$ cat config.mk
export PLATFORM = sky130hd
export DESIGN_NAME = mas_port
export DESIGN_NICKNAME = d
export VERILOG_FILES = /design/src/hdl/mas_port_pkg.sv /design/src/hdl/mas_clk_div.sv /design/src/hdl/mas_port.sv
export VERILOG_INCLUDE_DIRS = /design/src /design/src/hdl
export SDC_FILE = /design/constraint.sdc
export NUM_CORES = 1
export LEC_CHECK = 0
export BUFFER_PORTS_ARGS = -buffer_cell sky130_fd_sc_hd__clkbuf_2
export CAP_MARGIN = 5
export CORE_MARGIN = 8
export CORE_UTILIZATION = 35
export CTS_BUF_LIST = sky130_fd_sc_hd__clkbuf_4 sky130_fd_sc_hd__clkbuf_8 sky130_fd_sc_hd__clkbuf_16
export CTS_CLUSTER_DIAMETER = 40
export DETAILED_ROUTE_END_ITERATION = 7
export PLACE_DENSITY = 0.61
export SETUP_SLACK_MARGIN = 0.4
export SLEW_MARGIN = 5
export SYNTH_ARGS = -nofsm -noshare
export SYNTH_HDL_FRONTEND = slang
export SYNTH_SLANG_ARGS = --single-unit
export TNS_END_PERCENT = 50
$ cat constraint.sdc
create_clock -name sys_clk -period 5.14 [get_ports sys_clk]
set_clock_uncertainty 0.1 [all_clocks]
set_input_delay 1.028 -clock sys_clk [delete_from_list [all_inputs] [get_ports sys_clk]]
set_output_delay 1.028 -clock sys_clk [all_outputs]
set_load 0.02 [all_outputs]
$ cat src/hdl/mas_port_map.svh
// Register offsets, field positions, reset values and counts of the serial audio port
`ifndef MAS_PORT_MAP_SVH
`define MAS_PORT_MAP_SVH
// ****************************************************************
// Register indices and reset values
// ****************************************************************
`define MAS_FMT_REG_IDX     4'h4
`define MAS_CMP_REG_IDX     4'h5
`define MAS_CLK_REG_IDX     4'h6
`define MAS_FMT_REG_RST     10'h050
`define MAS_CMP_REG_RST     9'h000
`define MAS_CLK_REG_RST     9'h000
// ****************************************************************
// Field positions
// ****************************************************************
`define MAS_MONO_BIT        9
`define MAS_SCP_BIT         8
`define MAS_ACP_BIT         7
`define MAS_WL_HI           6
`define MAS_WL_LO           5
`define MAS_FMT_HI          4
`define MAS_FMT_LO          3
`define MAS_SWAP_BIT        1
`define MAS_WL8_BIT         5
`define MAS_DIV_HI          4
`define MAS_DIV_LO          2
`define MAS_MS_BIT          0
// ****************************************************************
// Word lengths, frame geometry and the largest divider code
// ****************************************************************
`define MAS_LEN_8           6'h08
`define MAS_LEN_16          6'h10
`define MAS_LEN_20          6'h14
`define MAS_LEN_24          6'h18
`define MAS_LEN_32          6'h20
`define MAS_HALF_BITS       6'h20
`define MAS_DIV_MAX         3'h5
`endif

$ cat src/hdl/mas_port_pkg.sv
// Types shared by the serial audio port files
package mas_port_pkg;
  typedef enum logic [1:0] {
    MAS_FMT_RJ  = 2'h0,
    MAS_FMT_LJ  = 2'h1,
    MAS_FMT_I2S = 2'h2,
    MAS_FMT_DSP = 2'h3
  } mas_fmt_e;

  typedef enum logic [2:0] {
    MAS_ST_IDLE = 3'b001,
    MAS_ST_RUN  = 3'b010,
    MAS_ST_HOLD = 3'b100
  } mas_state_e;

  // Clock divider state
  typedef struct packed {
    logic [4:0] cnt;
    logic       level;
  } mas_div_s;

  // Serial engine state
  typedef struct packed {
    mas_state_e  st;
    logic [9:0]  fmt_reg;
    logic [8:0]  cmp_reg;
    logic [8:0]  clk_reg;
    logic [8:0]  rdata;
    logic        bclk_prev;
    logic        frame_prev;
    logic [6:0]  bitpos;
    logic        phase;
    logic [31:0] shreg;
    logic [31:0] held;
    logic        sdo;
    logic        bclk_o;
    logic        frame_o;
    logic [6:0]  half_cnt;
  } mas_eng_s;
endpackage

$ cat src/hdl/mas_clk_div.sv
// Divider that makes the master-mode bit clock level from the system clock
`timescale 1ns/1ps
module mas_clk_div #(
  parameter int CW = 5
) (
  input  wire logic       sys_clk,
  input  wire logic       rst_n,
  input  wire logic       run,
  input  wire logic [2:0] div_code,
  output logic            bclk_level,
  output logic            rise_pulse,
  output logic            fall_pulse
);
  mas_port_pkg::mas_div_s div_reg;
  mas_port_pkg::mas_div_s div_next;
  logic [CW-1:0]          half;
  logic                   wrap;

  // Level lasts 2**code system clocks, so each code step doubles the period
  always_comb begin
    half = CW'((1 << div_code) - 1);
    wrap = (div_reg.cnt >= half);
    div_next = div_reg;
    if (!run) begin
      div_next.cnt   = '0;
      div_next.level = 1'b0;
    end else if (wrap) begin
      div_next.cnt   = '0;
      div_next.level = ~div_reg.level;
    end else begin
      div_next.cnt = div_reg.cnt + CW'(1);
    end
  end

  // Divider state
  always_ff @(posedge sys_clk or negedge rst_n) begin
    if (!rst_n) begin
      div_reg <= '0;
    end else begin
      div_reg <= div_next;
    end
  end

  assign bclk_level = div_reg.level;
  assign rise_pulse = run & wrap & ~div_reg.level;
  assign fall_pulse = run & wrap & div_reg.level;
endmodule // mas_clk_div

$ cat src/hdl/mas_port.sv
// Serial audio output port of a mono converter: registers, clocks and shifter
`timescale 1ns/1ps
`include "mas_port_map.svh"
module mas_port #(
  parameter int SW = 32
) (
  input  wire logic          sys_clk,
  input  wire logic          rst_n,
  input  wire logic          reg_wr,
  input  wire logic [3:0]    reg_addr,
  input  wire logic [9:0]    reg_wdata,
  output logic      [9:0]    reg_rdata,
  input  wire logic [SW-1:0] sample_in,
  input  wire logic          sample_valid,
  input  wire logic          bclk_in,
  input  wire logic          frame_in,
  output logic               bclk_out,
  output logic               bclk_oe,
  output logic               frame_out,
  output logic               frame_oe,
  output logic               serial_sample_out
);
  mas_port_pkg::mas_eng_s r_reg;
  mas_port_pkg::mas_eng_s r_next;
  mas_port_pkg::mas_fmt_e data_format_select;
  logic       master_select;
  logic [2:0] bitclk_divider;
  logic       align_clock_polarity;
  logic       shift_clock_polarity;
  logic       mono_both_channels;
  logic       channel_phase_swap;
  logic       byte_word_length_override;
  logic [1:0] sample_word_length;
  logic [5:0] wlen;
  logic       div_bclk;
  logic       div_rise;
  logic       div_fall;
  logic       bclk_eff;
  logic       frame_eff;
  logic       rise;
  logic       fall;
  logic       frame_edge;
  logic       frame_rise;
  logic       right_ph;
  logic        want;
  logic [6:0]  lead;
  logic [6:0]  idx;
  logic        active;
  logic        frame_wrap;
  logic        frame_now;
  logic        start;
  logic [6:0]  pos;
  logic [6:0]  span;
  logic        live;
  logic        reload;
  logic [31:0] sh_cur;

  // ****************************************************************
  // Register fields
  // ****************************************************************
  assign mono_both_channels        = r_reg.fmt_reg[`MAS_MONO_BIT];
  assign shift_clock_polarity      = r_reg.fmt_reg[`MAS_SCP_BIT];
  assign align_clock_polarity      = r_reg.fmt_reg[`MAS_ACP_BIT];
  assign sample_word_length        = r_reg.fmt_reg[`MAS_WL_HI:`MAS_WL_LO];
  assign data_format_select        = mas_port_pkg::mas_fmt_e'(r_reg.fmt_reg[`MAS_FMT_HI:`MAS_FMT_LO]);
  assign channel_phase_swap        = r_reg.fmt_reg[`MAS_SWAP_BIT];
  assign byte_word_length_override = r_reg.cmp_reg[`MAS_WL8_BIT];
  assign bitclk_divider            = r_reg.clk_reg[`MAS_DIV_HI:`MAS_DIV_LO];
  assign master_select             = r_reg.clk_reg[`MAS_MS_BIT];

  // Word length; the byte override wins, right justified stops at 24
  always_comb begin
    unique case (sample_word_length)
      2'h0:    wlen = `MAS_LEN_16;
      2'h1:    wlen = `MAS_LEN_20;
      2'h2:    wlen = `MAS_LEN_24;
      default: wlen = (data_format_select == mas_port_pkg::MAS_FMT_RJ) ? `MAS_LEN_24 : `MAS_LEN_32;
    endcase
    if (byte_word_length_override) begin
      wlen = `MAS_LEN_8;
    end
  end

  // ****************************************************************
  // Master clock divider
  // ****************************************************************
  mas_clk_div #(
    .CW(5)
  ) u_div (
    .sys_clk    (sys_clk),
    .rst_n      (rst_n),
    .run        (master_select),
    .div_code   ((bitclk_divider > `MAS_DIV_MAX) ? `MAS_DIV_MAX : bitclk_divider),
    .bclk_level (div_bclk),
    .rise_pulse (div_rise),
    .fall_pulse (div_fall)
  );

  // Clock source pick; inputs are taken as synchronous to sys_clk
  always_comb begin
    if (master_select) begin
      bclk_eff  = div_bclk;
      frame_eff = r_reg.frame_o;
      rise      = div_rise;
      fall      = div_fall;
    end else begin
      bclk_eff  = bclk_in ^ shift_clock_polarity;
      frame_eff = frame_in;
      rise      = bclk_eff & ~r_reg.bclk_prev;
      fall      = ~bclk_eff & r_reg.bclk_prev;
    end
  end

  // Master frame toggle folded in at once, so it lines up with its own bit clock fall
  assign frame_wrap = master_select && fall &&
                      (r_reg.half_cnt == 7'(`MAS_HALF_BITS) - 7'h1);
  assign frame_now  = frame_eff ^ frame_wrap;
  // Frame edges taken with the falling bit clock, so slot 0 is ready for the first rise
  assign frame_edge = fall & (frame_now != r_reg.frame_prev);
  assign frame_rise = fall & frame_now & ~r_reg.frame_prev;
  assign start      = (data_format_select == mas_port_pkg::MAS_FMT_DSP) ? frame_rise : frame_edge;
  assign pos        = start ? 7'h0 : ((r_reg.bitpos == 7'h7f) ? 7'h7f : r_reg.bitpos + 7'h1);

  // Bits of delay from the frame edge to the MSB
  always_comb begin
    unique case (data_format_select)
      mas_port_pkg::MAS_FMT_LJ:  lead = 7'h0;
      mas_port_pkg::MAS_FMT_I2S: lead = 7'h1;
      mas_port_pkg::MAS_FMT_DSP: lead = align_clock_polarity ? 7'h0 : 7'h1;
      default:                   lead = 7'(`MAS_HALF_BITS) - 7'(wlen);
    endcase
  end
  // DSP carries both words back to back in one span
  assign idx    = pos - lead;
  assign span   = (data_format_select == mas_port_pkg::MAS_FMT_DSP) ? 7'(wlen) + 7'(wlen) : 7'(wlen);
  assign active = (pos >= lead) && (idx < span);
  // Frame high is left except in I2S; polarity inverts outside DSP
  assign right_ph = (data_format_select == mas_port_pkg::MAS_FMT_DSP) ? (idx >= 7'(wlen))
                  : (~frame_now ^ align_clock_polarity ^
                     (data_format_select == mas_port_pkg::MAS_FMT_I2S));
  // Channel that carries data: left unless swapped, mono fills both
  assign want   = mono_both_channels | (right_ph == channel_phase_swap);
  assign live   = start | (r_reg.st != mas_port_pkg::MAS_ST_IDLE);
  assign reload = start | ((data_format_select == mas_port_pkg::MAS_FMT_DSP) && idx == 7'(wlen));
  assign sh_cur = reload ? (r_reg.held << (7'(`MAS_LEN_32) - 7'(wlen))) : r_reg.shreg;

  // ****************************************************************
  // Next state
  // ****************************************************************
  always_comb begin
    r_next = r_reg;
    r_next.bclk_prev = bclk_eff;
    // Register writes; reads return the addressed register, but bit 9 of the format register reads as zero
    if (reg_wr) begin
      unique case (reg_addr)
        `MAS_FMT_REG_IDX: r_next.fmt_reg = reg_wdata;
        `MAS_CMP_REG_IDX: r_next.cmp_reg = reg_wdata[8:0];
        `MAS_CLK_REG_IDX: r_next.clk_reg = reg_wdata[8:0];
        default: ;
      endcase
    end
    unique case (reg_addr)
      `MAS_FMT_REG_IDX: r_next.rdata = r_reg.fmt_reg[8:0];
      `MAS_CMP_REG_IDX: r_next.rdata = r_reg.cmp_reg;
      `MAS_CLK_REG_IDX: r_next.rdata = r_reg.clk_reg;
      default:          r_next.rdata = 9'h000;
    endcase
    if (sample_valid) begin
      r_next.held = 32'(sample_in);
    end
    // Master frame: one level per 32 bit clocks, changed on the falling edge
    if (master_select && fall) begin
      if (frame_wrap) begin
        r_next.half_cnt = 7'h0;
        r_next.frame_o  = ~r_reg.frame_o;
      end else begin
        r_next.half_cnt = r_reg.half_cnt + 7'h1;
      end
    end
    // Data changes on the falling edge so it is steady at the rising one
    if (fall) begin
      r_next.frame_prev = frame_now;
      r_next.bitpos     = pos;
      r_next.phase      = want;
      if (start) begin
        r_next.st = mas_port_pkg::MAS_ST_RUN;
      end
      if (live && want && active) begin
        r_next.sdo = sh_cur[31];
      end else begin
        r_next.sdo = 1'b0;
      end
      r_next.shreg = active ? {sh_cur[30:0], 1'b0} : sh_cur;
    end
    r_next.bclk_o = div_bclk ^ shift_clock_polarity;
  end

  // Registered state
  always_ff @(posedge sys_clk or negedge rst_n) begin
    if (!rst_n) begin
      r_reg         <= '0;
      r_reg.st      <= mas_port_pkg::MAS_ST_IDLE;
      r_reg.fmt_reg <= `MAS_FMT_REG_RST;
      r_reg.cmp_reg <= `MAS_CMP_REG_RST;
      r_reg.clk_reg <= `MAS_CLK_REG_RST;
      r_reg.bitpos  <= 7'h7f;
    end else begin
      r_reg <= r_next;
    end
  end

  // ****************************************************************
  // Outputs, all from flip-flops except frame_out, whose polarity is applied after its flop
  // ****************************************************************
  assign reg_rdata         = {1'b0, r_reg.rdata};
  assign serial_sample_out = r_reg.sdo;
  assign bclk_out          = r_reg.bclk_o;
  assign frame_out         = r_reg.frame_o ^ (align_clock_polarity &
                             (data_format_select != mas_port_pkg::MAS_FMT_DSP)) ^ 1'b0;
  assign bclk_oe           = r_reg.clk_reg[`MAS_MS_BIT];
  assign frame_oe          = r_reg.clk_reg[`MAS_MS_BIT];

  // ****************************************************************
  // Checks
  // ****************************************************************
  property p_ms_reset;
    @(posedge sys_clk) $rose(rst_n) |-> !bclk_oe && !frame_oe;
  endproperty
  a_ms_reset: assert property (p_ms_reset) else $error("clocks not inputs after reset");

  property p_oe_follow;
    @(posedge sys_clk) disable iff (!rst_n) reg_wr && reg_addr == `MAS_CLK_REG_IDX
      |=> bclk_oe == $past(reg_wdata[0]) && frame_oe == bclk_oe;
  endproperty
  a_oe_follow: assert property (p_oe_follow) else $error("master select write not applied");

  property p_data_on_fall;
    @(posedge sys_clk) disable iff (!rst_n) !$past(fall) |-> $stable(serial_sample_out);
  endproperty
  a_data_on_fall: assert property (p_data_on_fall) else $error("data moved off falling edge");

  property p_idle_low;
    @(posedge sys_clk) disable iff (!rst_n) fall && !(live && want && active) |=> !serial_sample_out;
  endproperty
  a_idle_low: assert property (p_idle_low) else $error("idle bit not driven low");

  property p_msb_first;
    @(posedge sys_clk) disable iff (!rst_n) fall && active && want && live
      |=> serial_sample_out == $past(sh_cur[31]);
  endproperty
  a_msb_first: assert property (p_msb_first) else $error("bit not taken from top");

  property p_wl8;
    @(posedge sys_clk) disable iff (!rst_n) byte_word_length_override |-> wlen == `MAS_LEN_8;
  endproperty
  a_wl8: assert property (p_wl8) else $error("byte override ignored");

  property p_rj24;
    @(posedge sys_clk) disable iff (!rst_n) data_format_select == mas_port_pkg::MAS_FMT_RJ |-> wlen <= `MAS_LEN_24;
  endproperty
  a_rj24: assert property (p_rj24) else $error("right justified word over 24");

  property p_lead;
    @(posedge sys_clk) disable iff (!rst_n) data_format_select == mas_port_pkg::MAS_FMT_I2S |-> lead == 7'h1;
  endproperty
  a_lead: assert property (p_lead) else $error("i2s delay wrong");

  c_master: cover property (@(posedge sys_clk) disable iff (!rst_n) master_select && frame_edge);
  c_dsp:    cover property (@(posedge sys_clk) disable iff (!rst_n)
                            data_format_select == mas_port_pkg::MAS_FMT_DSP && frame_rise);
  c_data:   cover property (@(posedge sys_clk) disable iff (!rst_n) fall && active && want);
  c_rise:   cover property (@(posedge sys_clk) disable iff (!rst_n) rise && serial_sample_out);
endmodule // mas_port

==> results by group <==
Min path
  – Hold/Removal Path Class: reg2reg
  – WHS Path Cells: 1
  – Worst Hold End: r_reg[6]$_DFFE_PN0P_
  – Min-delay src: r_reg[6]$_DFFE_PN0P_

Die
  – Die width: 162 µm
  – CORE AREA: 21000 µm²
  – Initial core utilization: 35.6%
  – # IOs: 67
  – Die height: 162 µm
  – DIE AREA: 26300 µm²
  – Number of core rows: 53

Drt
  – Drt pass-1 iters: 6
  – Final WL: 20.2 mm
  – Final ANT Viol Nets: 0
  – DR WL/cell: 17.4 µm
  – Residual DRC: 0
  – Via count: 6181
  – 1st-iter DRT viols: 430
  – Via density: 5.34

Synthesis
  – Post-Synth Adder-Cell Area: 4.19%
  – Sequential fraction of the synthesis area: 43.1%
  – Netlist cell types: 67
  – Post-synthesis xor/xnor area fraction: 3.12%
  – Syn Inst Count: 748
  – Post-synth ARST share: 100%
  – Top FF cell, synth: dfrtp_1
  – Post-synth EDFFs: 0
  – Synthesized-area fraction occupied by and/or/nand/nor cells: 15.0%
  – Syn Area/Cell: 9.98 µm²
  – Warnings, synthesis: 0
  – Main combinational cell family by area after synthesis: multiplexers
  – Mux share of post-synthesis cell area: 15.2%
  – Post-Syn Area: 7460 µm²
  – Number of synthesized register bits: 128
  – Post-synthesis compound-gate area fraction: 14.7%

Setup path
  – Peak per-stage delay on the critical path: 0.40 ns
  – Register-to-Register Setup Slack: -0.45 ns
  – Most frequent CP cell: buf_4
  – Worst-path cell with the longest stage delay: or3_4
  – R2r worst-path depth: 28
  – CP top delay family: compound AO/OA/AOI/OAI gates
  – CP required: 5.34 ns
  – CP Launch Type: flip-flop
  – Crit path max fanout: 9
  – CP endpoint kind: flip-flop
  – Reg2reg start: bitclk_divider[0]$_DFFE_PN0P_
  – Critical Setup Path Class: reg2reg
  – Arr. time, crit path: 5.79 ns
  – CP Buf/Inv Count: 7
  – RR Endpoint: r_reg[62]$_DFFE_PN0N_

Final layout
  – Nets@finish: 946
  – Max reg flops: 101
  – Filler cell count: 1955
  – Post-Layout Cell Count: 1157
  – Area occupied by registers: 3220 µm²
  – Multi-input logic area: 4340 µm²
  – Area Growth Syn to Fin: 30.5%
  – Proportion of layout cells with a drive suffix above 1: 38.0%
  – ANT cells: 0

Place
  – Dpl cells: 1103
  – DP HPWL: 13.9 mm
  – Routability cong.: 0.848
  – IO buf count: 65
  – Setup WS pre-CTS: -0.448 ns

STA
  – Peak Freq: 179 MHz
  – Least-Margin Pin Slew: 0.959 ns
  – Final worst setup slack: -0.447 ns
  – Pins Over Slew Limit: 0
  – RSZ-0062 raised after global routing: yes
  – Min cycle time layout: 5.59 ns
  – Fin crit share: 109%
  – Relative slew margins: 36.1%
  – Final setup vio count: 33
  – Hold Violations, Final: 0

Run status
  – Failing checks: setup timing
  – Status: finished, violations left

Power
  – Maximum VDD drop: 0.276 mV
  – Pwr Density: 574 nW/µm²
  – Pleak: 4.31 nW

GRT
  – Initial antenna violation count: 0
  – Vias in the first global route: 6271
  – First-pass GRT wire length: 33.7 mm
  – GRT Overall Usage: 16.0%
  – Largest net degree at the start of global routing: 69
  – GR Overflow Total: 0

Clocking
  – Clock-pin slew on the worst setup and hold paths: 0.06 ns
  – Post-CTS Hold Fix Bufs: 0
  – Cell chosen for the clock root: clkbuf_16
  – CTS sink cnt: 128
  – H-tree depth: 4
  – Clk_lat worst skew: 0.42 ns
  – Clock buffer depth: 2
  – Num CTS Buffers: 17
  – CTS tree: done

Job
  – Max-cap violations: 0
[metrics by stage]
step	cell area [µm²]	power (mW)	setup TNS (ns)	util [%]	hold WS (ns)
after floorplan	7680	3.12	-2.81	-	0.335
after global placement	8580	3.86	-8.58	41.0	0.356
after detailed placement	8580	3.90	-13.06	41.0	0.374
after CTS	9610	5.48	-10.73	45.9	0.385
after global routing	9740	5.95	-21.17	46.5	0.417
final	9740	5.59	-11.74	46.5	0.387
[per-layer routing]
metal / wire, µm / vias up / GRT usage (%)
li1: - / 2953 / -
met1: 8840 / 3030 / 20.5
met2: 9840 / 167 / 25.8
met3: 1110 / 31 / 3.80
met4: 384 / 0 / 6.19
met5: 0 / - / 0
[cell usage after synthesis (15+ instances only)]
| cell | n | area share [%] |
|---|---|---|
| o221ai_1 | 15 | 1.8 |
| mux2i_1 | 31 | 4.2 |
| nor2_1 | 43 | 2.2 |
| nand2_1 | 103 | 5.2 |
| a21oi_1 | 37 | 2.5 |
| dfrtp_1 | 118 | 40 |
| mux2_2 | 66 | 10 |
| clkbuf_1 | 25 | 1.3 |
| nand3_1 | 16 | 1.1 |
| o211ai_1 | 19 | 1.9 |
| ha_1 | 25 | 4.2 |
| o21ai_0 | 28 | 1.9 |
| inv_1 | 21 | 1.1 |
[power by group]
part	internal [mW]	switching, mW	total, mW
logic	1.40	1.48	2.88
registers	1.27	0.208	1.48
clock network	0.754	0.477	1.23
[cell usage in the layout, fill, tap and decap left out, types with 16 or more instances in the layout]
cell type,instances
dfrtp_1,118
o211ai_1,19
ha_1,19
clkbuf_2,64
mux2i_1,23
clkbuf_16,17
nand3_1,16
buf_4,71
mux2_2,66
o21ai_0,24
nand2_1,102
a21oi_1,28
inv_1,20
nor2_1,42
[worst max-delay path by stage]
stage | start | endpoint | depth (start not counted)
after global placement | bitclk_divider[1]$_DFFE_PN0P_ | r_reg[63]$_DFFE_PN0N_ | 28
after CTS | bitclk_divider[1]$_DFFE_PN0P_ | r_reg[71]$_DFFE_PN0N_ | 25
after global routing | bitclk_divider[0]$_DFFE_PN0P_ | r_reg[63]$_DFFE_PN0N_ | 27
after detailed placement | bitclk_divider[1]$_DFFE_PN0P_ | r_reg[59]$_DFFE_PN0N_ | 26
final | bitclk_divider[0]$_DFFE_PN0P_ | r_reg[62]$_DFFE_PN0N_ | 28
after floorplan | bitclk_divider[1]$_DFFE_PN0P_ | r_reg[63]$_DFFE_PN0N_ | 27
[logic make-up after synthesis]
group,Yosys count
AOI/OAI and AO/OA,158
DFF,128
and+or+nand+nor,234
muxes,101
adders and majority gates,25
buffers and inverters,75
other,2
xor gates and xnor gates,25
[final cells by class]
type | instances | area share (%)
Tap cell | 275 | 3.53
Timing Repair Buffer | 152 | 11.8
Clock buffer | 20 | 4.79
Inverter | 23 | 0.886
Sequential cell | 128 | 33.0
Multi-Input combinational cell | 547 | 44.6
Clock inverter | 12 | 1.37
[repair_timing]
action / CTS / global route
endpoints found under the setup margin: 33 / 33
pin swaps: 8 / 13
gates resized for setup: 48 / 20
buffers inserted: 13 / 4
cloned: 5 / 0
(Power assumes the default switching activity.)
